$ cat config.mk
export PLATFORM = sky130hd
export DESIGN_NAME = rdr_eq_term_ctrl
export DESIGN_NICKNAME = d
export VERILOG_FILES = /design/src/rdr_pkg.sv /design/src/rdr_eq_term_ctrl.sv /design/src/rdr_i2c_target.sv
export SDC_FILE = /design/constraint.sdc
export NUM_CORES = 1
export LEC_CHECK = 0
export BUFFER_PORTS_ARGS = -buffer_cell sky130_fd_sc_hd__buf_2
export CAP_MARGIN = 40
export CELL_PAD_IN_SITES_DETAIL_PLACEMENT = 0
export CELL_PAD_IN_SITES_GLOBAL_PLACEMENT = 2
export CORE_MARGIN = 5
export CORE_UTILIZATION = 42
export DETAILED_ROUTE_END_ITERATION = 10
export GPL_TIMING_DRIVEN = 0
export PLACE_DENSITY_LB_ADDON = 0.1
export SKIP_LAST_GASP = 1
export SYNTH_ARGS = -nofsm -noshare
export SYNTH_HDL_FRONTEND = slang
export SYNTH_HIERARCHICAL = 1
export SYNTH_SLANG_ARGS = --single-unit
$ cat constraint.sdc
create_clock -name clk -period 2.6 [get_ports clk]
set_input_delay 0.26 -clock clk [delete_from_list [all_inputs] [get_ports clk]]
set_output_delay 0.26 -clock clk [all_outputs]
set_load 0.05 [all_outputs]
$ cat src/rdr_pkg.sv
// shared constants, types and register map of the redriver control block
package rdr_pkg;
   // strap pin as seen by its three-level sense comparators
   typedef struct packed {
      logic pulled_high; // 1 when a pull-up is fitted
      logic floating; // 1 when nothing is fitted
   } rdr_strap_pin_t;

   // decoded strap level
   typedef enum logic [1:0] {
      RDR_LVL_LOW = 2'h0,
      RDR_LVL_FLOAT = 2'h1,
      RDR_LVL_HIGH = 2'h2
   } rdr_lvl_t;

   // equaliser code of every lane, named by unswapped pins
   typedef struct packed {
      logic [3:0] clk_lane;
      logic [3:0] d2;
      logic [3:0] d1;
      logic [3:0] d0;
   } rdr_lane_eq_t;

   // one register write seen on a two-wire link
   typedef struct packed {
      logic stb;
      logic [7:0] off;
      logic [7:0] data;
   } rdr_wr_t;

   // two-wire engine states, one-hot
   typedef enum logic [4:0] {
      RDR_ST_IDLE = 5'h01,
      RDR_ST_ADDR = 5'h02,
      RDR_ST_OFFS = 5'h04,
      RDR_ST_WDAT = 5'h08,
      RDR_ST_RDAT = 5'h10
   } rdr_i2c_st_t;

   // register offsets
   localparam logic [7:0] RDR_OFF_LANE_MODE = 8'h09;
   localparam logic [7:0] RDR_OFF_SIG_DETECT_CTRL = 8'h0A;
   localparam logic [7:0] RDR_OFF_TERM = 8'h0B;
   localparam logic [7:0] RDR_OFF_GEQ = 8'h0D;
   localparam logic [7:0] RDR_OFF_STATUS = 8'h20;
   localparam logic [7:0] RDR_OFF_PAIR_A = 8'h4E;
   localparam logic [7:0] RDR_OFF_PAIR_B = 8'h4F;

   // field positions
   localparam int RDR_BIT_LANE_MODE = 6;
   localparam int RDR_BIT_SIGNAL_DETECT_ENABLE = 0;
   localparam int RDR_BIT_RATIO = 1;
   localparam int RDR_BIT_TERM_LO = 3;
   localparam int RDR_BIT_GEQ_LO = 3;
   localparam int RDR_BIT_CLKEQ_LO = 1;
   localparam int RDR_BIT_CLK_VALID = 5;

   // values after reset
   localparam logic [7:0] RDR_RST_LANE_MODE = 8'h00;
   localparam logic [7:0] RDR_RST_SIG_DETECT_CTRL = 8'h01;
   localparam logic [7:0] RDR_RST_TERM = 8'h00;
   localparam logic [7:0] RDR_RST_GEQ = 8'h00;
   localparam logic [7:0] RDR_RST_PAIR = 8'h00;

   // termination encodings, shared by register field and output
   localparam logic [1:0] RDR_TERM_150_300 = 2'h0;
   localparam logic [1:0] RDR_TERM_NONE = 2'h1;
   localparam logic [1:0] RDR_TERM_AUTO = 2'h2;
   localparam logic [1:0] RDR_TERM_75_150 = 2'h3;

   // strap equaliser codes (2, 3, 5, 6.5, 8.5, 10, 11, 14.5, 15.5 dB)
   localparam logic [3:0] RDR_EQ_00 = 4'h0;
   localparam logic [3:0] RDR_EQ_0Z = 4'h1;
   localparam logic [3:0] RDR_EQ_01 = 4'h3;
   localparam logic [3:0] RDR_EQ_Z0 = 4'h4;
   localparam logic [3:0] RDR_EQ_ZZ = 4'h6;
   localparam logic [3:0] RDR_EQ_Z1 = 4'h8;
   localparam logic [3:0] RDR_EQ_10 = 4'h9;
   localparam logic [3:0] RDR_EQ_1Z = 4'hD;
   localparam logic [3:0] RDR_EQ_11 = 4'hF;

   // two-wire addresses (7-bit); host base is arbitrary, low two bits from straps
   localparam logic [6:0] RDR_HOST_ADDR_BASE = 7'h2C;
   localparam logic [6:0] RDR_SNOOP_ADDR = 7'h54;
   localparam logic [7:0] RDR_SNOOP_OFF = 8'h20;
   localparam logic [3:0] RDR_ACK_SLOT = 4'h8;
endpackage

$ cat src/rdr_eq_term_ctrl.sv
// equaliser, termination and signal detect control of the redriver
// Summary of operation
// - strap pair, high first, selects receive gain
// - each strap reads low, floating or high
// - global register code drives every data lane
// - independent mode uses per-lane nibbles from pairs
// - clock lane gain from global two-bit field
// - no valid clock with detection on: standby
// - standby makes outputs and data inputs high-impedance
// - signal detection is enabled out of reset
// - status bit five shows valid clock detected
// - register field selects termination; the automatic code gives none
// - termination strap low, floating, high selects termination
// - clock ratio flag set forces 75-150 ohm
// - snooped ratio write updates the ratio flag
module rdr_eq_term_ctrl (
   input wire logic clk,
   input wire logic nrst, // output-enable pin, low resets every register, strap level and output
   input wire logic reg_ctrl_en, // high selects register control
   input wire rdr_pkg::rdr_strap_pin_t equalizer_strap_low, // also address_strap_low
   input wire rdr_pkg::rdr_strap_pin_t equalizer_strap_high, // also address_strap_high
   input wire rdr_pkg::rdr_strap_pin_t term_strap,
   input wire logic clock_valid, // analog clock detector
   input wire logic host_scl,
   input wire logic host_sda_in,
   output logic host_sda_out,
   output logic host_sda_oe_n,
   input wire logic ddc_scl,
   input wire logic ddc_sda_in,
   output rdr_pkg::rdr_lane_eq_t receive_gain,
   output logic [1:0] term_sel,
   output logic standby,
   output logic hs_out_hiz,
   output logic data_in_hiz
);
   // software-visible registers
   logic [7:0] lane_mode_control;
   logic [7:0] signal_detect_control;
   logic [7:0] termination_and_ratio_control;
   logic [7:0] global_equalizer_control;
   logic [7:0] lane_equalizer_pair_a;
   logic [7:0] lane_equalizer_pair_b;
   // captured strap levels
   rdr_pkg::rdr_lvl_t lvl_eq_low, lvl_eq_high, lvl_term;
   logic strap_taken; // straps caught once after reset release
   logic clk_det; // registered detector, the status source
   logic [7:0] rd_data;
   logic [7:0] host_off;
   logic host_oe_n;
   rdr_pkg::rdr_wr_t host_wr, snoop_wr;
   rdr_pkg::rdr_lane_eq_t next_gain;
   logic [3:0] strap_eq;
   logic [1:0] next_term;

   // three-level sense to level
   function automatic rdr_pkg::rdr_lvl_t lvl_of(input rdr_pkg::rdr_strap_pin_t p);
      if (p.floating) begin
         lvl_of = rdr_pkg::RDR_LVL_FLOAT;
      end else if (p.pulled_high) begin
         lvl_of = rdr_pkg::RDR_LVL_HIGH;
      end else begin
         lvl_of = rdr_pkg::RDR_LVL_LOW;
      end
   endfunction

   // straps are caught on the first edge after release, never under the async reset
   always_ff @(posedge clk or negedge nrst) begin
      if (!nrst) begin
         strap_taken <= 1'b0;
         lvl_eq_low <= rdr_pkg::RDR_LVL_LOW;
         lvl_eq_high <= rdr_pkg::RDR_LVL_LOW;
         lvl_term <= rdr_pkg::RDR_LVL_LOW;
      end else if (!strap_taken) begin
         strap_taken <= 1'b1;
         lvl_eq_low <= lvl_of(equalizer_strap_low);
         lvl_eq_high <= lvl_of(equalizer_strap_high);
         lvl_term <= lvl_of(term_strap);
      end
   end

   // host address low bits from the shared straps; floating counts as zero
   wire [6:0] host_addr = rdr_pkg::RDR_HOST_ADDR_BASE |
      {5'h00, lvl_eq_high == rdr_pkg::RDR_LVL_HIGH, lvl_eq_low == rdr_pkg::RDR_LVL_HIGH};

   // host register port, answers reads and acknowledges
   rdr_i2c_target #(.RESPOND(1'b1)) u_host (
      .clk(clk),
      .nrst(nrst),
      .scl(host_scl),
      .sda_in(host_sda_in),
      .dev_addr(host_addr),
      .rd_data(rd_data),
      .cur_off(host_off),
      .wr(host_wr),
      .sda_oe_n(host_oe_n)
   );

   // display-channel listener; it never drives the line
   rdr_i2c_target #(.RESPOND(1'b0)) u_snoop (
      .clk(clk),
      .nrst(nrst),
      .scl(ddc_scl),
      .sda_in(ddc_sda_in),
      .dev_addr(rdr_pkg::RDR_SNOOP_ADDR),
      .rd_data(8'h00),
      .cur_off(),
      .wr(snoop_wr),
      .sda_oe_n()
   );

   // read decode; unmapped offsets read zero
   always_comb begin
      if (host_off == rdr_pkg::RDR_OFF_LANE_MODE) begin
         rd_data = lane_mode_control;
      end else if (host_off == rdr_pkg::RDR_OFF_SIG_DETECT_CTRL) begin
         rd_data = signal_detect_control;
      end else if (host_off == rdr_pkg::RDR_OFF_TERM) begin
         rd_data = termination_and_ratio_control;
      end else if (host_off == rdr_pkg::RDR_OFF_GEQ) begin
         rd_data = global_equalizer_control;
      end else if (host_off == rdr_pkg::RDR_OFF_STATUS) begin
         rd_data = 8'h00;
         rd_data[rdr_pkg::RDR_BIT_CLK_VALID] = clk_det;
      end else if (host_off == rdr_pkg::RDR_OFF_PAIR_A) begin
         rd_data = lane_equalizer_pair_a;
      end else if (host_off == rdr_pkg::RDR_OFF_PAIR_B) begin
         rd_data = lane_equalizer_pair_b;
      end else begin
         rd_data = 8'h00;
      end
   end

   // write decode strobes
   wire wr_lane = host_wr.stb && host_wr.off == rdr_pkg::RDR_OFF_LANE_MODE;
   wire wr_sig = host_wr.stb && host_wr.off == rdr_pkg::RDR_OFF_SIG_DETECT_CTRL;
   wire wr_term = host_wr.stb && host_wr.off == rdr_pkg::RDR_OFF_TERM;
   wire wr_geq = host_wr.stb && host_wr.off == rdr_pkg::RDR_OFF_GEQ;
   wire wr_pa = host_wr.stb && host_wr.off == rdr_pkg::RDR_OFF_PAIR_A;
   wire wr_pb = host_wr.stb && host_wr.off == rdr_pkg::RDR_OFF_PAIR_B;
   wire snoop_ratio = snoop_wr.stb && snoop_wr.off == rdr_pkg::RDR_SNOOP_OFF;

   // register file; reset (output enable low) clears all host programming
   always_ff @(posedge clk or negedge nrst) begin
      if (!nrst) begin
         lane_mode_control <= rdr_pkg::RDR_RST_LANE_MODE;
         signal_detect_control <= rdr_pkg::RDR_RST_SIG_DETECT_CTRL;
         termination_and_ratio_control <= rdr_pkg::RDR_RST_TERM;
         global_equalizer_control <= rdr_pkg::RDR_RST_GEQ;
         lane_equalizer_pair_a <= rdr_pkg::RDR_RST_PAIR;
         lane_equalizer_pair_b <= rdr_pkg::RDR_RST_PAIR;
      end else begin
         if (wr_lane) begin
            lane_mode_control <= host_wr.data;
         end
         if (wr_sig) begin
            signal_detect_control <= host_wr.data;
         end
         if (wr_term) begin
            termination_and_ratio_control <= host_wr.data;
         end
         // source write lands after the host one, so it wins a tie
         if (snoop_ratio) begin
            termination_and_ratio_control[rdr_pkg::RDR_BIT_RATIO] <= snoop_wr.data[1];
         end
         if (wr_geq) begin
            global_equalizer_control <= host_wr.data;
         end
         if (wr_pa) begin
            lane_equalizer_pair_a <= host_wr.data;
         end
         if (wr_pb) begin
            lane_equalizer_pair_b <= host_wr.data;
         end
      end
   end

   // strap pair decode, high strap first
   always_comb begin
      case ({lvl_eq_high, lvl_eq_low})
         {rdr_pkg::RDR_LVL_LOW, rdr_pkg::RDR_LVL_LOW}: strap_eq = rdr_pkg::RDR_EQ_00;
         {rdr_pkg::RDR_LVL_LOW, rdr_pkg::RDR_LVL_FLOAT}: strap_eq = rdr_pkg::RDR_EQ_0Z;
         {rdr_pkg::RDR_LVL_LOW, rdr_pkg::RDR_LVL_HIGH}: strap_eq = rdr_pkg::RDR_EQ_01;
         {rdr_pkg::RDR_LVL_FLOAT, rdr_pkg::RDR_LVL_LOW}: strap_eq = rdr_pkg::RDR_EQ_Z0;
         {rdr_pkg::RDR_LVL_FLOAT, rdr_pkg::RDR_LVL_FLOAT}: strap_eq = rdr_pkg::RDR_EQ_ZZ;
         {rdr_pkg::RDR_LVL_FLOAT, rdr_pkg::RDR_LVL_HIGH}: strap_eq = rdr_pkg::RDR_EQ_Z1;
         {rdr_pkg::RDR_LVL_HIGH, rdr_pkg::RDR_LVL_LOW}: strap_eq = rdr_pkg::RDR_EQ_10;
         {rdr_pkg::RDR_LVL_HIGH, rdr_pkg::RDR_LVL_FLOAT}: strap_eq = rdr_pkg::RDR_EQ_1Z;
         default: strap_eq = rdr_pkg::RDR_EQ_11;
      endcase
   end

   // register equaliser fields
   wire [3:0] geq = global_equalizer_control[rdr_pkg::RDR_BIT_GEQ_LO +: 4];
   wire [1:0] clk_field = global_equalizer_control[rdr_pkg::RDR_BIT_CLKEQ_LO +: 2];
   wire lane_mode = lane_mode_control[rdr_pkg::RDR_BIT_LANE_MODE];

   // gain source selection
   always_comb begin
      if (!reg_ctrl_en) begin
         next_gain = {4{strap_eq}};
      end else if (lane_mode) begin
         next_gain.d2 = lane_equalizer_pair_a[3:0];
         next_gain.d1 = lane_equalizer_pair_a[7:4];
         next_gain.d0 = lane_equalizer_pair_b[3:0];
         next_gain.clk_lane = {clk_field, 2'b00};
      end else begin
         next_gain.d2 = geq;
         next_gain.d1 = geq;
         next_gain.d0 = geq;
         next_gain.clk_lane = {clk_field, 2'b00};
      end
   end

   // termination selection; the ratio flag overrides every source
   wire ratio_flag = termination_and_ratio_control[rdr_pkg::RDR_BIT_RATIO];
   wire [1:0] term_field = termination_and_ratio_control[rdr_pkg::RDR_BIT_TERM_LO +: 2];
   always_comb begin
      if (ratio_flag) begin
         next_term = rdr_pkg::RDR_TERM_75_150;
      end else if (reg_ctrl_en) begin
         // automatic with the flag clear falls back to no termination
         next_term = (term_field == rdr_pkg::RDR_TERM_AUTO) ? rdr_pkg::RDR_TERM_NONE : term_field;
      end else if (lvl_term == rdr_pkg::RDR_LVL_HIGH) begin
         next_term = rdr_pkg::RDR_TERM_75_150;
      end else if (lvl_term == rdr_pkg::RDR_LVL_FLOAT) begin
         next_term = rdr_pkg::RDR_TERM_NONE;
      end else begin
         next_term = rdr_pkg::RDR_TERM_150_300;
      end
   end

   wire signal_detect_enable = signal_detect_control[rdr_pkg::RDR_BIT_SIGNAL_DETECT_ENABLE];
   wire next_standby = signal_detect_enable & ~clk_det;

   // output flops; standby needs two edges after the detector falls
   always_ff @(posedge clk or negedge nrst) begin
      if (!nrst) begin
         clk_det <= 1'b0;
         receive_gain <= '0;
         term_sel <= rdr_pkg::RDR_TERM_150_300;
         standby <= 1'b1;
         hs_out_hiz <= 1'b1;
         data_in_hiz <= 1'b1;
         host_sda_out <= 1'b0;
         host_sda_oe_n <= 1'b1;
      end else begin
         clk_det <= clock_valid;
         receive_gain <= next_gain;
         term_sel <= next_term;
         standby <= next_standby;
         hs_out_hiz <= next_standby;
         data_in_hiz <= next_standby;
         host_sda_out <= 1'b0;
         host_sda_oe_n <= host_oe_n;
      end
   end
endmodule // rdr_eq_term_ctrl

$ cat src/rdr_i2c_target.sv
// two-wire register target, either answering or silently listening
module rdr_i2c_target #(
   parameter bit RESPOND = 1'b1
) (
   input wire logic clk,
   input wire logic nrst,
   input wire logic scl,
   input wire logic sda_in,
   input wire logic [6:0] dev_addr,
   input wire logic [7:0] rd_data,
   output logic [7:0] cur_off,
   output rdr_pkg::rdr_wr_t wr,
   output logic sda_oe_n
);
   rdr_pkg::rdr_i2c_st_t st; // transfer phase
   logic scl_q; // previous clock level
   logic sda_q; // previous data level
   logic [3:0] slot; // bit slot, 8 is the acknowledge
   logic [6:0] shreg; // bits received so far
   logic [7:0] tx; // byte being returned
   logic ack_due; // acknowledge owed in slot 8

   // edge and condition decode; inputs are already clock-synchronous
   wire scl_rise = scl & ~scl_q;
   wire scl_fall = ~scl & scl_q;
   wire start_c = scl & scl_q & sda_q & ~sda_in;
   wire stop_c = scl & scl_q & ~sda_q & sda_in;
   wire [7:0] rx_byte = {shreg, sda_in};
   wire [3:0] next_slot = (slot == rdr_pkg::RDR_ACK_SLOT) ? 4'h0 : slot + 4'h1;
   wire addr_hit = (rx_byte[7:1] == dev_addr);

   // byte engine
   always_ff @(posedge clk or negedge nrst) begin
      if (!nrst) begin
         st <= rdr_pkg::RDR_ST_IDLE;
         scl_q <= 1'b1;
         sda_q <= 1'b1;
         slot <= 4'h0;
         shreg <= 7'h00;
         tx <= 8'h00;
         ack_due <= 1'b0;
         cur_off <= 8'h00;
         wr <= '0;
         sda_oe_n <= 1'b1;
      end else begin
         scl_q <= scl;
         sda_q <= sda_in;
         wr.stb <= 1'b0;
         if (start_c) begin
            // start or repeated start: next byte is an address
            st <= rdr_pkg::RDR_ST_ADDR;
            // parked on the ack slot so the first clock fall opens bit slot 0
            slot <= rdr_pkg::RDR_ACK_SLOT;
            ack_due <= 1'b0;
            sda_oe_n <= 1'b1;
         end else if (stop_c) begin
            st <= rdr_pkg::RDR_ST_IDLE;
            ack_due <= 1'b0;
            sda_oe_n <= 1'b1;
         end else if (scl_rise && st != rdr_pkg::RDR_ST_IDLE) begin
            if (slot == 4'h7) begin
               // a whole byte has arrived
               case (st)
                  rdr_pkg::RDR_ST_ADDR: begin
                     ack_due <= addr_hit;
                     if (!addr_hit) begin
                        st <= rdr_pkg::RDR_ST_IDLE;
                     end else if (rx_byte[0]) begin
                        st <= rdr_pkg::RDR_ST_RDAT;
                     end else begin
                        st <= rdr_pkg::RDR_ST_OFFS;
                     end
                  end
                  rdr_pkg::RDR_ST_OFFS: begin
                     cur_off <= rx_byte;
                     ack_due <= 1'b1;
                     st <= rdr_pkg::RDR_ST_WDAT;
                  end
                  rdr_pkg::RDR_ST_WDAT: begin
                     // write uses the current offset, then steps on
                     wr.stb <= 1'b1;
                     wr.off <= cur_off;
                     wr.data <= rx_byte;
                     cur_off <= cur_off + 8'h01;
                     ack_due <= 1'b1;
                  end
                  default: begin
                     ack_due <= 1'b0;
                  end
               endcase
            end else if (slot == rdr_pkg::RDR_ACK_SLOT && st == rdr_pkg::RDR_ST_RDAT && !ack_due) begin
               // controller nack ends a read, ack moves on; the address ack slot is our own
               if (sda_in) begin
                  st <= rdr_pkg::RDR_ST_IDLE;
               end else begin
                  cur_off <= cur_off + 8'h01;
               end
            end else begin
               shreg <= rx_byte[6:0];
            end
         end else if (scl_fall && st != rdr_pkg::RDR_ST_IDLE) begin
            // data changes only while the clock is low
            slot <= next_slot;
            if (next_slot == rdr_pkg::RDR_ACK_SLOT) begin
               sda_oe_n <= ~(ack_due & RESPOND);
            end else if (st == rdr_pkg::RDR_ST_RDAT) begin
               if (next_slot == 4'h0) begin
                  tx <= rd_data;
                  sda_oe_n <= rd_data[7] | ~RESPOND;
               end else begin
                  sda_oe_n <= tx[7 - next_slot[2:0]] | ~RESPOND;
               end
            end else begin
               sda_oe_n <= 1'b1;
            end
            if (next_slot == 4'h0) begin
               ack_due <= 1'b0;
            end
         end
      end
   end
endmodule // rdr_i2c_target

Yosys cells after proc, flatten, opt, wreduce, memory -nomap -nowiden
Memories as Yosys holds them, arrays and structs flattened.
Cells that the tools add are included.
- magnitude comparators: 1
- multipliers: 0
- multiplexer cells: 91
- equal/unequal tests: 49
- divide/modulo/power cells: 0
- reductions and logical operators: 51
- add/sub/neg operators: 5
- bitwise gates (word level): 35
- shifts and indexed selects: 0
- operators with widths (kind ; number):
    2-to-1 mux 17 bit ; 10
    2-to-1 mux 8 bit ; 13
    2-to-1 mux 5 bit ; 16
    == test 8 x 4 -> 1 bit, second input constant ; 8
    2-to-1 mux 4 bit ; 10
    == test 8 x 7 -> 1 bit, second input constant ; 4
    < comparator 32 x 4 -> 1 bit, second input constant ; 1
    case mux 8 bit (2 select lines) ; 2
    nonzero test 4 bit ; 8
    2-to-1 mux 1 bit ; 22
    2-to-1 mux 2 bit ; 11
    inverter 1 bit ; 20
    case mux 5 bit (2 select lines) ; 2
    AND reduction 5 bit ; 4
    adder 8 x 1 -> 8 bit, second input constant ; 2
    == test 8 x 6 -> 1 bit, second input constant ; 2
    2-to-1 mux 16 bit ; 1
    AND 1 bit ; 15
    logical AND 1 bit ; 15
    == test 4 bit, second input constant ; 3
    2-to-1 mux 12 bit ; 1
    inequality test 2 x 1 -> 1 bit, second input constant ; 6
    AND reduction 3 bit ; 4
    AND reduction 6 bit ; 2
    26 further kinds ; 50
- bits in read-only memories: 64
- latch bits: 0
- flip-flop bits (word level): 173
- bits in writable memories: 0
- memories kept: 1
- word-level logic and storage cells: 274
- output and inout port bits: 23
- memories (name ; depth ; bits a word ; rd ports ; clocked after memory_dff ; write ports ; RTL line ; text):
    (no name shown) ; 16 ; 4 ; 1 ; 0 ; 0 ; rdr_eq_term_ctrl.sv:179 ; case ({lvl_eq_high, lvl_eq_low})

Longest topological paths before layout
Gate-level depths: netlist of run 1.
- word-level depth: 15
- gate-level depth with buffers: 9
- depth with buffers taken out: 7

Modules after synthesis
The synthesis of run 1 kept the hierarchy.
- modules (own cells, without submodules) (module ; times used ; cells an instance ; area each (µm²)):
    rdr_eq_term_ctrl ; 1 ; 291 ; 3579.7
    rdr_i2c_target at u_host ; 1 ; 243 ; 2887.8
    rdr_i2c_target at u_snoop ; 1 ; 243 ; 2296.0

Least setup slack after synthesis of run 1
Ideal clock, no wire load.
- path type: register to register
- start: register u_host.slot[0]
- end: register u_host.tx[0]
- data required time: 2475 ps
- arrival time: 2045 ps
- cell stages (with the launch flop): 8
- path buffers: 1
- setup slack: 431 ps
- setup time: 125 ps
- period minus slack after synthesis: 2169 ps
- path through: dfrtp_1 > inv_1 > ha_1 > buf_2 > o41ai_4 > nand4_1 > nor2_4 > mux2_2
- word-level cells in the longest chain between the ends: 5
- elaborated cells on any way between the ends: 7
- those cells by class: add/sub (1); eq/ne (2); mux (1); bitwise (1); reduce/logical (2)
- RTL lines (element ; RTL line ; text):
    from (decl) ; rdr_i2c_target.sv:18 ; logic [3:0] slot;
    from (signal assigned) ; rdr_i2c_target.sv:53 ; slot <= rdr_pkg::RDR_ACK_SLOT;
    from (signal assigned) ; rdr_i2c_target.sv:103 ; slot <= next_slot;
    adder 4 x 1 -> 4 bit or == test 4 bit (tied branches) ; rdr_i2c_target.sv:29 ; wire [3:0] next_slot = (slot == rdr_pkg::RDR_ACK_SLOT) ? 4'h0 : slot + 4'h1;
    2-to-1 mux 4 bit (*) ; rdr_i2c_target.sv:29 ;
    == test 4 bit ; rdr_i2c_target.sv:104 ; if (next_slot == rdr_pkg::RDR_ACK_SLOT) begin
    inverter 1 bit (no source line) ; -- ;
    AND reduction 7 bit (no source line) (*) ; -- ;
    to (signal assigned) ; rdr_i2c_target.sv:108 ; tx <= rd_data;
    to (decl) ; rdr_i2c_target.sv:20 ; logic [7:0] tx;
Every way passes the cells marked *; elsewhere a longest branch is shown, timed or not.
A chain may end at the register's enable or synchronous reset.

Worst setup path after layout of run 1
- start: register u_snoop.slot[0]
- end: register u_snoop.cur_off[3]
- word-level cells in the longest chain between the ends: 5
- elaborated cells on any way between the ends: 9
- those cells by class: eq/ne (4); mux (1); reduce/logical (4)
- RTL lines (element ; RTL line ; text):
    from (decl) ; rdr_i2c_target.sv:18 ;
    from (signal assigned) ; rdr_i2c_target.sv:53 ;
    from (signal assigned) ; rdr_i2c_target.sv:103 ;
    == test 4 bit ; rdr_i2c_target.sv:91 ; end else if (slot == rdr_pkg::RDR_ACK_SLOT && st == rdr_pkg::RDR_ST_RDAT && !ack_due) begin
    logical AND 1 bit (2 in a row) ; rdr_i2c_target.sv:91 ;
    nonzero test 2 bit (no source line) ; -- ;
    AND reduction 6 bit (no source line) ; -- ;
    to (signal assigned) ; rdr_i2c_target.sv:75 ; cur_off <= rx_byte;
    to (signal assigned) ; rdr_i2c_target.sv:84 ; cur_off <= cur_off + 8'h01;
    to (signal assigned) ; rdr_i2c_target.sv:96 ; cur_off <= cur_off + 8'h01;
    to (decl) ; rdr_i2c_target.sv:11 ; output logic [7:0] cur_off,
Several ways; a longest one is shown, not always the timed one.

==> flow_metrics.py, run 1 <==
metrics = {
    "sta": {
        "rsz0062_at_grt": "false",
        "whs_ps": 75.17,
        "finalSetupViolCount": 0,
        "post-route-period-util": 0.9565,
        "max_freq_mhz": 402.1,
        "worst_pin_slew_ps": 867.1,
        "maxSlewViolCount": 0,
        "slew_headroom": 0.4166,
        "fin_ws_ps": 113.0,
        "period_needed_ps": 2487,
        "hold_violations": 0,
        "finClkSkew_ps": 8.467,
    },
    "cts": {
        "cts_max_path_buffers": 2,
        "ctsHtreeMaxLevel": 4,
        "numClockSinks": 166,
        "clkLatencyLatePin_ps": 430,
        "root_buffer": "clkbuf_16",
        "path_clk_slew_ps": 70,
        "cts_buffers": 17,
        "cts_tree": "yes",
    },
    "die": {
        "io_pins": 37,
        "core-area_um2": 20100,
        "die_w_um": 152.2,
        "die_h_um": 152.2,
        "rows": 52,
        "dieArea_um2": 23180,
        "initial_core_util": 0.4227,
    },
    "hold_path": {
        "hp-start": "equalizer_strap_high[0]",
        "hold_class": "input port to flip-flop",
    },
    "synthesis": {
        "mappedNetlistArea_um2": 8498,
        "synth.avg_cell_area_um2": 11.38,
        "yosysWarnings": 6,
        "syn_inst": 747,
    },
    "worst_setup_path": {
        "crit_path_start": "u_snoop/slot[0]$_DFFE_PN0P_",
        "slowest_stage": "nor4b_1",
        "required_ps": 2950,
        "path_max_fanout": 10,
        "r2r-start": "u_snoop/slot[0]$_DFFE_PN0P_",
        "crit_arrival_ps": 2840,
        "crit_type": "flip-flop to flip-flop",
        "critPathMostFrequentCell": "a21oi_1",
        "path_buf_inv": 2,
        "cp_top_family": "simple AND/OR/NAND/NOR gates",
        "crit_chain": "ha_1 > and3b_1 > clkbuf_1 > nor4b_1 > o21a_1 > buf_2 > a21oi_1 > a21oi_1",
        "critPathLaunchType": "flip-flop",
        "max_stage_delay_ps": 440,
        "endpoint_kind": "flip-flop",
    },
    "detailed_routing": {
        "wl_um": 19430,
        "drt_iter0_drc": 305,
        "wl_per_cell_um": 17.64,
        "drcViolationCount": 0,
        "postRouteAntennaNets": 0,
        "drt-pass1-iter-count": 5,
        "vias_per_cell": 5.408,
        "vias": 5954,
    },
    "placed_design": {
        "hpwl_um": 13760,
        "gp_congestion": 0.8162,
        "place_ws_ps": -193.2,
        "io_buffers": 35,
    },
    "power_and_ir_drop": {
        "vdd_drop_max_uv": 416.0,
        "p_leak_nw": 4.508,
        "powerDensity_nw_per_um2": 719.0,
    },
    "cells_and_area": {
        "seqCellArea_um2": 4167,
        "multi_input_area_um2": 4121,
        "num_antenna_cells": 0,
        "drive_gt1_frac": 0.2912,
        "final_core_util": 0.4853,
        "fillers": 1873,
        "finish.net_count": 839,
        "area_delta_synth_final_pct": 14.81,
    },
    "grt": {
        "grt_max_degree": 107,
        "grt_pass1_vias": 6065,
        "met1_usage": 0.2337,
        "track_usage": 0.1723,
        "met2_usage": 0.2875,
        "grt_pass1_wl_um": 32530,
        "antenna_found_initial": 0,
        "use_met3": 0.03664,
        "busiest_layer": "met2",
        "globalRouteOverflowTotal": 0,
    },
    "flow_run": {
        "max_cap_viol_count": 0,
    },
    "status": {
        "status": "finished clean",
    },
}
-- timing repair --
action	CTS	global route
resized for setup	2	6
setup buffers	0	0
endpoints found under the setup margin	2	9
hold buffers	6	0
hold endpoints to repair	62	0
-- final timing paths --
path                                                       end  slack (ps)  cells after the start
worst max register to register  u_snoop/cur_off[3]$_DFFE_PN0P_         110                      8
worst min register to register         host_sda_oe_n$_DFF_PN1_         370                      0
worst max-delay path            u_snoop/cur_off[3]$_DFFE_PN0P_         110                      8
min in group asynchronous           receive_gain[12]$_DFF_PN0_         340                      2
worst min-delay path                lvl_eq_high[0]$_DFFE_PN0N_          80                      2
max in group asynchronous             u_host/st[0]$_DFFE_PN1P_        1370                      3
-- layout make-up --
cell class,instances,area share
plain buffers,33,0.02039
clock buffers,18,0.04501
clock inverters,14,0.01526
inverters,19,0.007310
multi-input cells,539,0.4224
flip-flops and latches,166,0.4270
well taps,270,0.03462
repair buffers,42,0.02796
-- worst register-to-register path, delay by kind of cell (launching register included) --
kind / cells / cell delay, ps
compound gates: 3 / 610
fa+ha+maj: 1 / 270
buf+inv: 2 / 470
flops: 1 / 430
simple gates: 2 / 640
-- per-stage QoR --
| stage | cells | total power [W] | area, um2 | setup TNS [ps] |
|---|---|---|---|---|
| finish | 1101 | 0.007015 | 9757 | 0 |
| global placement | 1064 | 0.004494 | 9056 | -199100 |
| detailed placement | 1065 | 0.004536 | 9094 | -193.2 |
| CTS | 1101 | 0.007111 | 9737 | 0 |
| floorplan | 759 | 0.004137 | 8543 | 0 |
| global route | 1101 | 0.007405 | 9757 | 0 |
-- layer usage --
layer | share of wire | vias up
met3 | 0.024 | 9
met2 | 0.50 | 87
met1 | 0.46 | 3017
li1 | - | 2841
met4 | 0.0076 | 0
met5 | 0 | -
-- cell usage in the layout (no fill, tap or decap), drive strengths merged, types with 8 or more instances in the layout --
| cell | count |
|---|---|
| a22oi | 14 |
| nor2b | 8 |
| nand2b | 16 |
| xor2 | 10 |
| mux2i | 15 |
| conb | 14 |
| nand3b | 8 |
| nor3 | 14 |
| dfstp | 10 |
| mux2 | 105 |
| xnor2 | 9 |
| nand3 | 19 |
| clkbuf | 32 |
| a21oi | 42 |
| dfrtp | 156 |
| nand4 | 13 |
| o21ai | 25 |
| buf | 55 |
| inv | 22 |
| nand2 | 72 |
| or2 | 16 |
| nor2 | 25 |
-- registers in the layout (all words and copies together), names as in the netlist, 4 cells and up --
signal	flops
lane_equalizer_pair_b	8
u_host/wr	17
termination_and_ratio_control	8
u_host/tx	8
u_host/st	5
u_host/cur_off	8
u_host/slot	4
lane_mode_control	8
u_snoop/st	5
global_equalizer_control	8
u_snoop/slot	4
lane_equalizer_pair_a	8
receive_gain	16
signal_detect_control	8
u_host/shreg	7
u_snoop/shreg	7
u_snoop/cur_off	8
u_snoop/wr	10
-- power by group --
group	switching, W	internal, W	leakage [nW]
registers	0.000290	0.00283	2.21
clock network	0.00108	0.00145	0.279
logic	0.000760	0.000602	2.02
Power figures use the tool's default switching activity.
==> run 2: changes to the inputs <==
- clock period: 2.6 -> 2.65 ns (I/O delays scaled with it)
==> run 2 against run 1 <==
Effect of this change:
- routed wire length about the same
- final cell count unchanged
- clock power is 2% lower
- count of clock-buffer cells in the layout unchanged
- sequential share of layout area up 0.055 points
- global-route usage did not move
- power is 1.9% lower
- final area fell by 0.13%
- flip-flop and latch count is the same
- sequential power fell by 2%
- critical path type unchanged
- largest cell class unchanged
==> flow_metrics.py, run 2 (synthesis gave the netlist of run 1 again) <==
metrics = {
    "status": {
        "status": "finished clean",
    },
    "die": {
        "dieArea_um2": 23180,
        "rows": 52,
        "die_w_um": 152.2,
        "initial_core_util": 0.4227,
        "core-area_um2": 20100,
        "io_pins": 37,
        "die_h_um": 152.2,
    },
    "detailed_routing": {
        "postRouteAntennaNets": 0,
        "wl_um": 19440,
        "vias_per_cell": 5.358,
        "drt-pass1-iter-count": 5,
        "drcViolationCount": 0,
        "wl_per_cell_um": 17.65,
        "drt_iter0_drc": 312,
        "vias": 5899,
    },
    "cells_and_area": {
        "largest_reg_flops": 17,
        "layout_common_cells": "156 x dfrtp_1, 79 x mux2_2, 72 x nand2_1",
        "regMostFlops": "u_host/wr",
        "num_antenna_cells": 0,
        "largestRegisters": "u_host/wr (17), receive_gain (16), u_snoop/wr (10)",
        "final_cell_count_no_fill": 1101,
        "layout_commonest_cell": "dfrtp_1",
        "finish.net_count": 839,
        "drive_gt1_frac": 0.2888,
        "area_delta_synth_final_pct": 14.66,
        "stdcell_area_um2": 9744,
    },
    "cts": {
        "cts_max_path_buffers": 2,
        "clkLatencyLatePin_ps": 430,
        "numClockSinks": 166,
        "root_buffer": "clkbuf_16",
        "cts_setup_buffers": 0,
        "cts_tree": "yes",
        "path_clk_slew_ps": 70,
        "ctsHtreeMaxLevel": 4,
        "cts_buffers": 17,
    },
    "hold_path": {
        "hold_class": "input port to flip-flop",
        "hp-start": "equalizer_strap_high[0]",
    },
    "sta": {
        "finalSetupTns_ps": 0,
        "max_freq_mhz": 404.7,
        "rsz0062_at_grt": "false",
        "maxSlewViolCount": 0,
        "period_needed_ps": 2471,
        "finClkSkew_ps": 7.326,
        "post-route-period-util": 0.9324,
        "worst_pin_slew_ps": 865.5,
        "finalSetupViolCount": 0,
        "hold_violations": 0,
        "slew_headroom": 0.4177,
    },
    "worst_setup_path": {
        "reg2reg_slack_ps": 180,
        "critPathLaunchType": "flip-flop",
        "required_ps": 3000,
        "r2r-start": "u_snoop/slot[0]$_DFFE_PN0P_",
        "endpoint_kind": "flip-flop",
        "critPathMostFrequentCell": "a21oi_1",
        "crit_chain": "ha_1 > and3b_1 > clkbuf_1 > nor4b_1 > o21a_1 > buf_2 > a21oi_1 > a21oi_1",
        "path_max_fanout": 10,
        "cp_top_family": "simple AND/OR/NAND/NOR gates",
        "crit_arrival_ps": 2820,
        "crit_path_start": "u_snoop/slot[0]$_DFFE_PN0P_",
        "max_stage_delay_ps": 440,
        "slowest_stage": "nor4b_1",
        "crit_type": "flip-flop to flip-flop",
        "path_buf_inv": 2,
    },
    "power_and_ir_drop": {
        "powerDensity_nw_per_um2": 706.5,
        "vdd_drop_max_uv": 409.8,
        "p_leak_nw": 4.506,
    },
    "placed_design": {
        "dpl-instance-area_um2": 9094,
        "gp_congestion": 0.8162,
        "io_buffers": 35,
        "hpwl_um": 13760,
        "post-place-cells": 1065,
    },
    "grt": {
        "antenna_found_initial": 0,
        "track_usage": 0.1723,
        "grt_pass1_wl_um": 32530,
        "grt_pass1_vias": 6065,
        "grt_max_degree": 107,
        "globalRouteOverflowTotal": 0,
    },
    "flow_run": {
        "max_cap_viol_count": 0,
    },
}
[run 2: cell count changes in the layout (fill, tap and decap cells not counted), sizes merged]
cell,delta
clkbuf,+1
buf,-1
[run 2: what timing repair did]
action                                  CTS  global route
endpoints found under the setup margin    1             3
endpoints found under the hold margin    62             0
gates resized for setup                   1             5
hold buffers                              6             0
[run 2: final timing paths]
kind | to | depth (start not counted)
hold reg to reg | host_sda_oe_n$_DFF_PN1_ | 0
max in group asynchronous | u_host/st[1]$_DFFE_PN0P_ | 3
setup reg to reg | u_snoop/cur_off[3]$_DFFE_PN0P_ | 8
hold / removal | lvl_eq_high[0]$_DFFE_PN0N_ | 2
min in group asynchronous | receive_gain[12]$_DFF_PN0_ | 2
setup / recovery | u_snoop/cur_off[3]$_DFFE_PN0P_ | 8
[run 2: per-layer routing]
metal | GRT usage | vias to the layer above | wire [um]
li1 | - | 2843 | -
met1 | 0.2337 | 2983 | 9104
met2 | 0.2875 | 64 | 9761
met3 | 0.03664 | 9 | 413
met4 | 0.03510 | 0 | 155
met5 | 0 | - | 0
[run 2: where the power goes]
| group | internal, W | total, W | switching, W |
|---|---|---|---|
| Combinational | 0.000584 | 0.00133 | 0.000746 |
| Clock | 0.00142 | 0.00249 | 0.00107 |
| Sequential | 0.00278 | 0.00306 | 0.000285 |
| Total | 0.00478 | 0.00688 | 0.00210 |
[run 2: worst reg2reg max path: cells and delay by family, from the launching register on]
family | cells | cell delay, ps
flops | 1 | 430
fa+ha+maj | 1 | 270
simple gates | 2 | 640
compound gates | 3 | 600
buf+inv | 2 | 460
[run 2: through the flow]
stage	setup WS [ps]	util	power, W	hold WS, ps
after floorplan	480.6	-	0.004059	-30.59
after global placement	-1224	0.4505	0.004410	358.7
after detailed placement	-143.2	0.4523	0.004451	237.0
after CTS	15.44	0.4843	0.006976	60.73
after global routing	18.63	0.4847	0.007256	66.41
final	179.1	0.4847	0.006885	78.52
[run 2: layout make-up]
class / instances / area [um2]
fillers: 1874 / 10360
flip-flops and latches: 166 / 4167
multi-input cells: 539 / 4109
clock buffers: 18 / 439.2
well taps: 270 / 337.8
repair buffers: 42 / 272.8
plain buffers: 33 / 198.9
clock inverters: 14 / 148.9
inverters: 19 / 71.32
==> run 3: changes to the inputs <==
- PLACE_DENSITY: default -> 0.77
- PLACE_DENSITY_LB_ADDON: 0.1 -> default
==> run 3 against run 2 <==
Effect of this change:
- fmax rose by 0.13%
- clock power up 3%
- final area grew 0.30%
- flip-flop and latch count did not move
- worst hold slack improved by 19 ps
- via count grew 0.44%
- final cell count did not move
- first-iteration DRC count down 12%
- setup slack better by 3.3 ps
- combinational power barely moved
- highest routed layer unchanged
==> flow_metrics.py, run 3 (synthesis gave the netlist of run 1 again) <==
metrics = {
    "sta": {
        "finalSetupViolCount": 0,
        "maxSlewViolCount": 0,
        "worst_pin_slew_ps": 841.5,
        "fin_ws_ps": 182.4,
        "slew_headroom": 0.4378,
        "post-route-period-util": 0.9312,
        "whs_ps": 97.22,
        "period_needed_ps": 2468,
        "rsz0062_at_grt": "false",
        "hold_violations": 0,
        "max_freq_mhz": 405.3,
        "finClkSkew_ps": 7.859,
    },
    "detailed_routing": {
        "drcViolationCount": 0,
        "drt-pass1-iter-count": 4,
        "wl_um": 19020,
        "wl_per_cell_um": 17.28,
        "vias": 5925,
        "vias_per_cell": 5.381,
        "drt_iter0_drc": 275,
        "postRouteAntennaNets": 0,
    },
    "power_and_ir_drop": {
        "p_leak_nw": 4.517,
        "vdd_drop_max_uv": 411.4,
        "powerDensity_nw_per_um2": 712.8,
    },
    "cts": {
        "numClockSinks": 166,
        "cts_max_path_buffers": 2,
        "root_buffer": "clkbuf_16",
        "cts_setup_buffers": 0,
        "clkLatencyLatePin_ps": 420,
        "cts_tree": "yes",
        "ctsHtreeMaxLevel": 4,
        "cts_buffers": 17,
        "path_clk_slew_ps": 70,
    },
    "grt": {
        "grt_pass1_wl_um": 32090,
        "globalRouteOverflowTotal": 0,
        "track_usage": 0.1685,
        "antenna_found_initial": 0,
        "grt_max_degree": 88,
        "grt_pass1_vias": 6055,
    },
    "die": {
        "die_w_um": 152.2,
        "rows": 52,
        "initial_core_util": 0.4227,
        "dieArea_um2": 23180,
        "core-area_um2": 20100,
        "io_pins": 37,
        "die_h_um": 152.2,
    },
    "hold_path": {
        "hold_class": "input port to flip-flop",
        "hold_depth": 2,
        "min_to": "lvl_eq_low[0]$_DFFE_PN0N_",
        "hp-start": "equalizer_strap_low[0]",
    },
    "cells_and_area": {
        "regMostFlops": "u_host/wr",
        "layout_commonest_cell": "dfrtp_1",
        "largestRegisters": "u_host/wr (17), receive_gain (16), u_snoop/wr (10)",
        "multi_input_area_um2": 4113,
        "final_cell_count_no_fill": 1101,
        "drive_gt1_frac": 0.2888,
        "area_delta_synth_final_pct": 15.00,
        "finish.net_count": 840,
        "largest_reg_flops": 17,
        "num_antenna_cells": 0,
        "fillers": 1831,
        "seqCellArea_um2": 4167,
        "layout_common_cells": "156 x dfrtp_1, 79 x mux2_2, 72 x nand2_1",
    },
    "worst_setup_path": {
        "r2r-start": "u_host/cur_off[0]$_DFFE_PN0P_",
        "rr_worst_depth": 8,
        "reg2reg_slack_ps": 180,
        "slowest_stage": "dfrtp_1",
        "required_ps": 3000,
        "critPathLaunchType": "flip-flop",
        "max_stage_delay_ps": 540,
        "reg2reg_to": "u_host/sda_oe_n$_DFFE_PN1P_",
        "path_max_fanout": 10,
        "crit_type": "flip-flop to flip-flop",
        "endpoint_kind": "flip-flop",
        "crit_arrival_ps": 2820,
        "crit_chain": "nor2b_1 > clkbuf_2 > and2_1 > a22oi_1 > o22ai_1 > a21oi_1 > or2_2 > a41oi_1",
    },
    "flow_run": {
        "max_cap_viol_count": 0,
    },
    "placed_design": {
        "post-place-cells": 1065,
        "hpwl_um": 13510,
        "gp_congestion": 0.7971,
        "io_buffers": 35,
        "place_ws_ps": -196.5,
    },
    "status": {
        "status": "finished clean",
    },
}
[run 3: per-stage QoR]
stage	instance area, um2	util	power, W	TNS [ps]
after CTS	9761	0.4855	0.007062	0
after floorplan	8543	-	0.004059	0
after global placement	9056	0.4505	0.004403	-186210
after detailed placement	9094	0.4523	0.004450	-196.5
after global routing	9773	0.4861	0.007313	0
final	9773	0.4861	0.006966	0
[run 3: worst max path at each step]
stage | from | end | depth (start not counted)
after floorplan | u_host/slot[0]$_DFFE_PN0P_ | u_host/tx[0]$_DFFE_PN0P_ | 7
after global placement | nrst | u_snoop/wr[11]$_DFFE_PN0P_ | 1
after detailed placement | u_host/cur_off[0]$_DFFE_PN0P_ | u_host/sda_oe_n$_DFFE_PN1P_ | 9
after CTS | u_host/cur_off[0]$_DFFE_PN0P_ | u_host/sda_oe_n$_DFFE_PN1P_ | 9
after global routing | u_host/cur_off[0]$_DFFE_PN0P_ | u_host/sda_oe_n$_DFFE_PN1P_ | 8
final | u_host/cur_off[0]$_DFFE_PN0P_ | u_host/sda_oe_n$_DFFE_PN1P_ | 8
[run 3: timing repair]
| action | CTS | global route |
|---|---|---|
| hold endpoints to repair | 75 | 0 |
| hold buffers | 6 | 0 |
| gates resized for setup | 1 | 3 |
| setup endpoints to repair | 1 | 9 |
| pin swaps | 0 | 0 |
[run 3: area by class of cell]
type,count,share of cell area
clock buffer,18,0.04494
timing repair buffer,43,0.02842
multi-input combinational,539,0.4208
clock inverter,13,0.01741
sequential,166,0.4263
buffer,33,0.02023
tap,270,0.03457
inverter,19,0.007297
[run 3: report_power, final]
group | total [W] | switching [W] | internal [W] | leakage, nW
logic | 0.00134 | 0.000753 | 0.000584 | 2.02
clock network | 0.00257 | 0.00105 | 0.00152 | 0.290
registers | 0.00306 | 0.000280 | 0.00278 | 2.21
[run 3: critical path, delay by kind of cell (launching register included)]
| family | cells | cell delay, ps |
|---|---|---|
| DFF | 1 | 540 |
| and+or+nand+nor | 3 | 870 |
| buffers and inverters | 1 | 260 |
| AOI/OAI and AO/OA | 4 | 710 |
[run 3: routing by layer]
layer	part of all wire	GRT usage	vias up
met1	0.46	0.2257	2986
met5	0	0	-
met2	0.50	0.2762	77
met4	0.016	0.05137	0
li1	-	-	2842
met3	0.026	0.03550	20
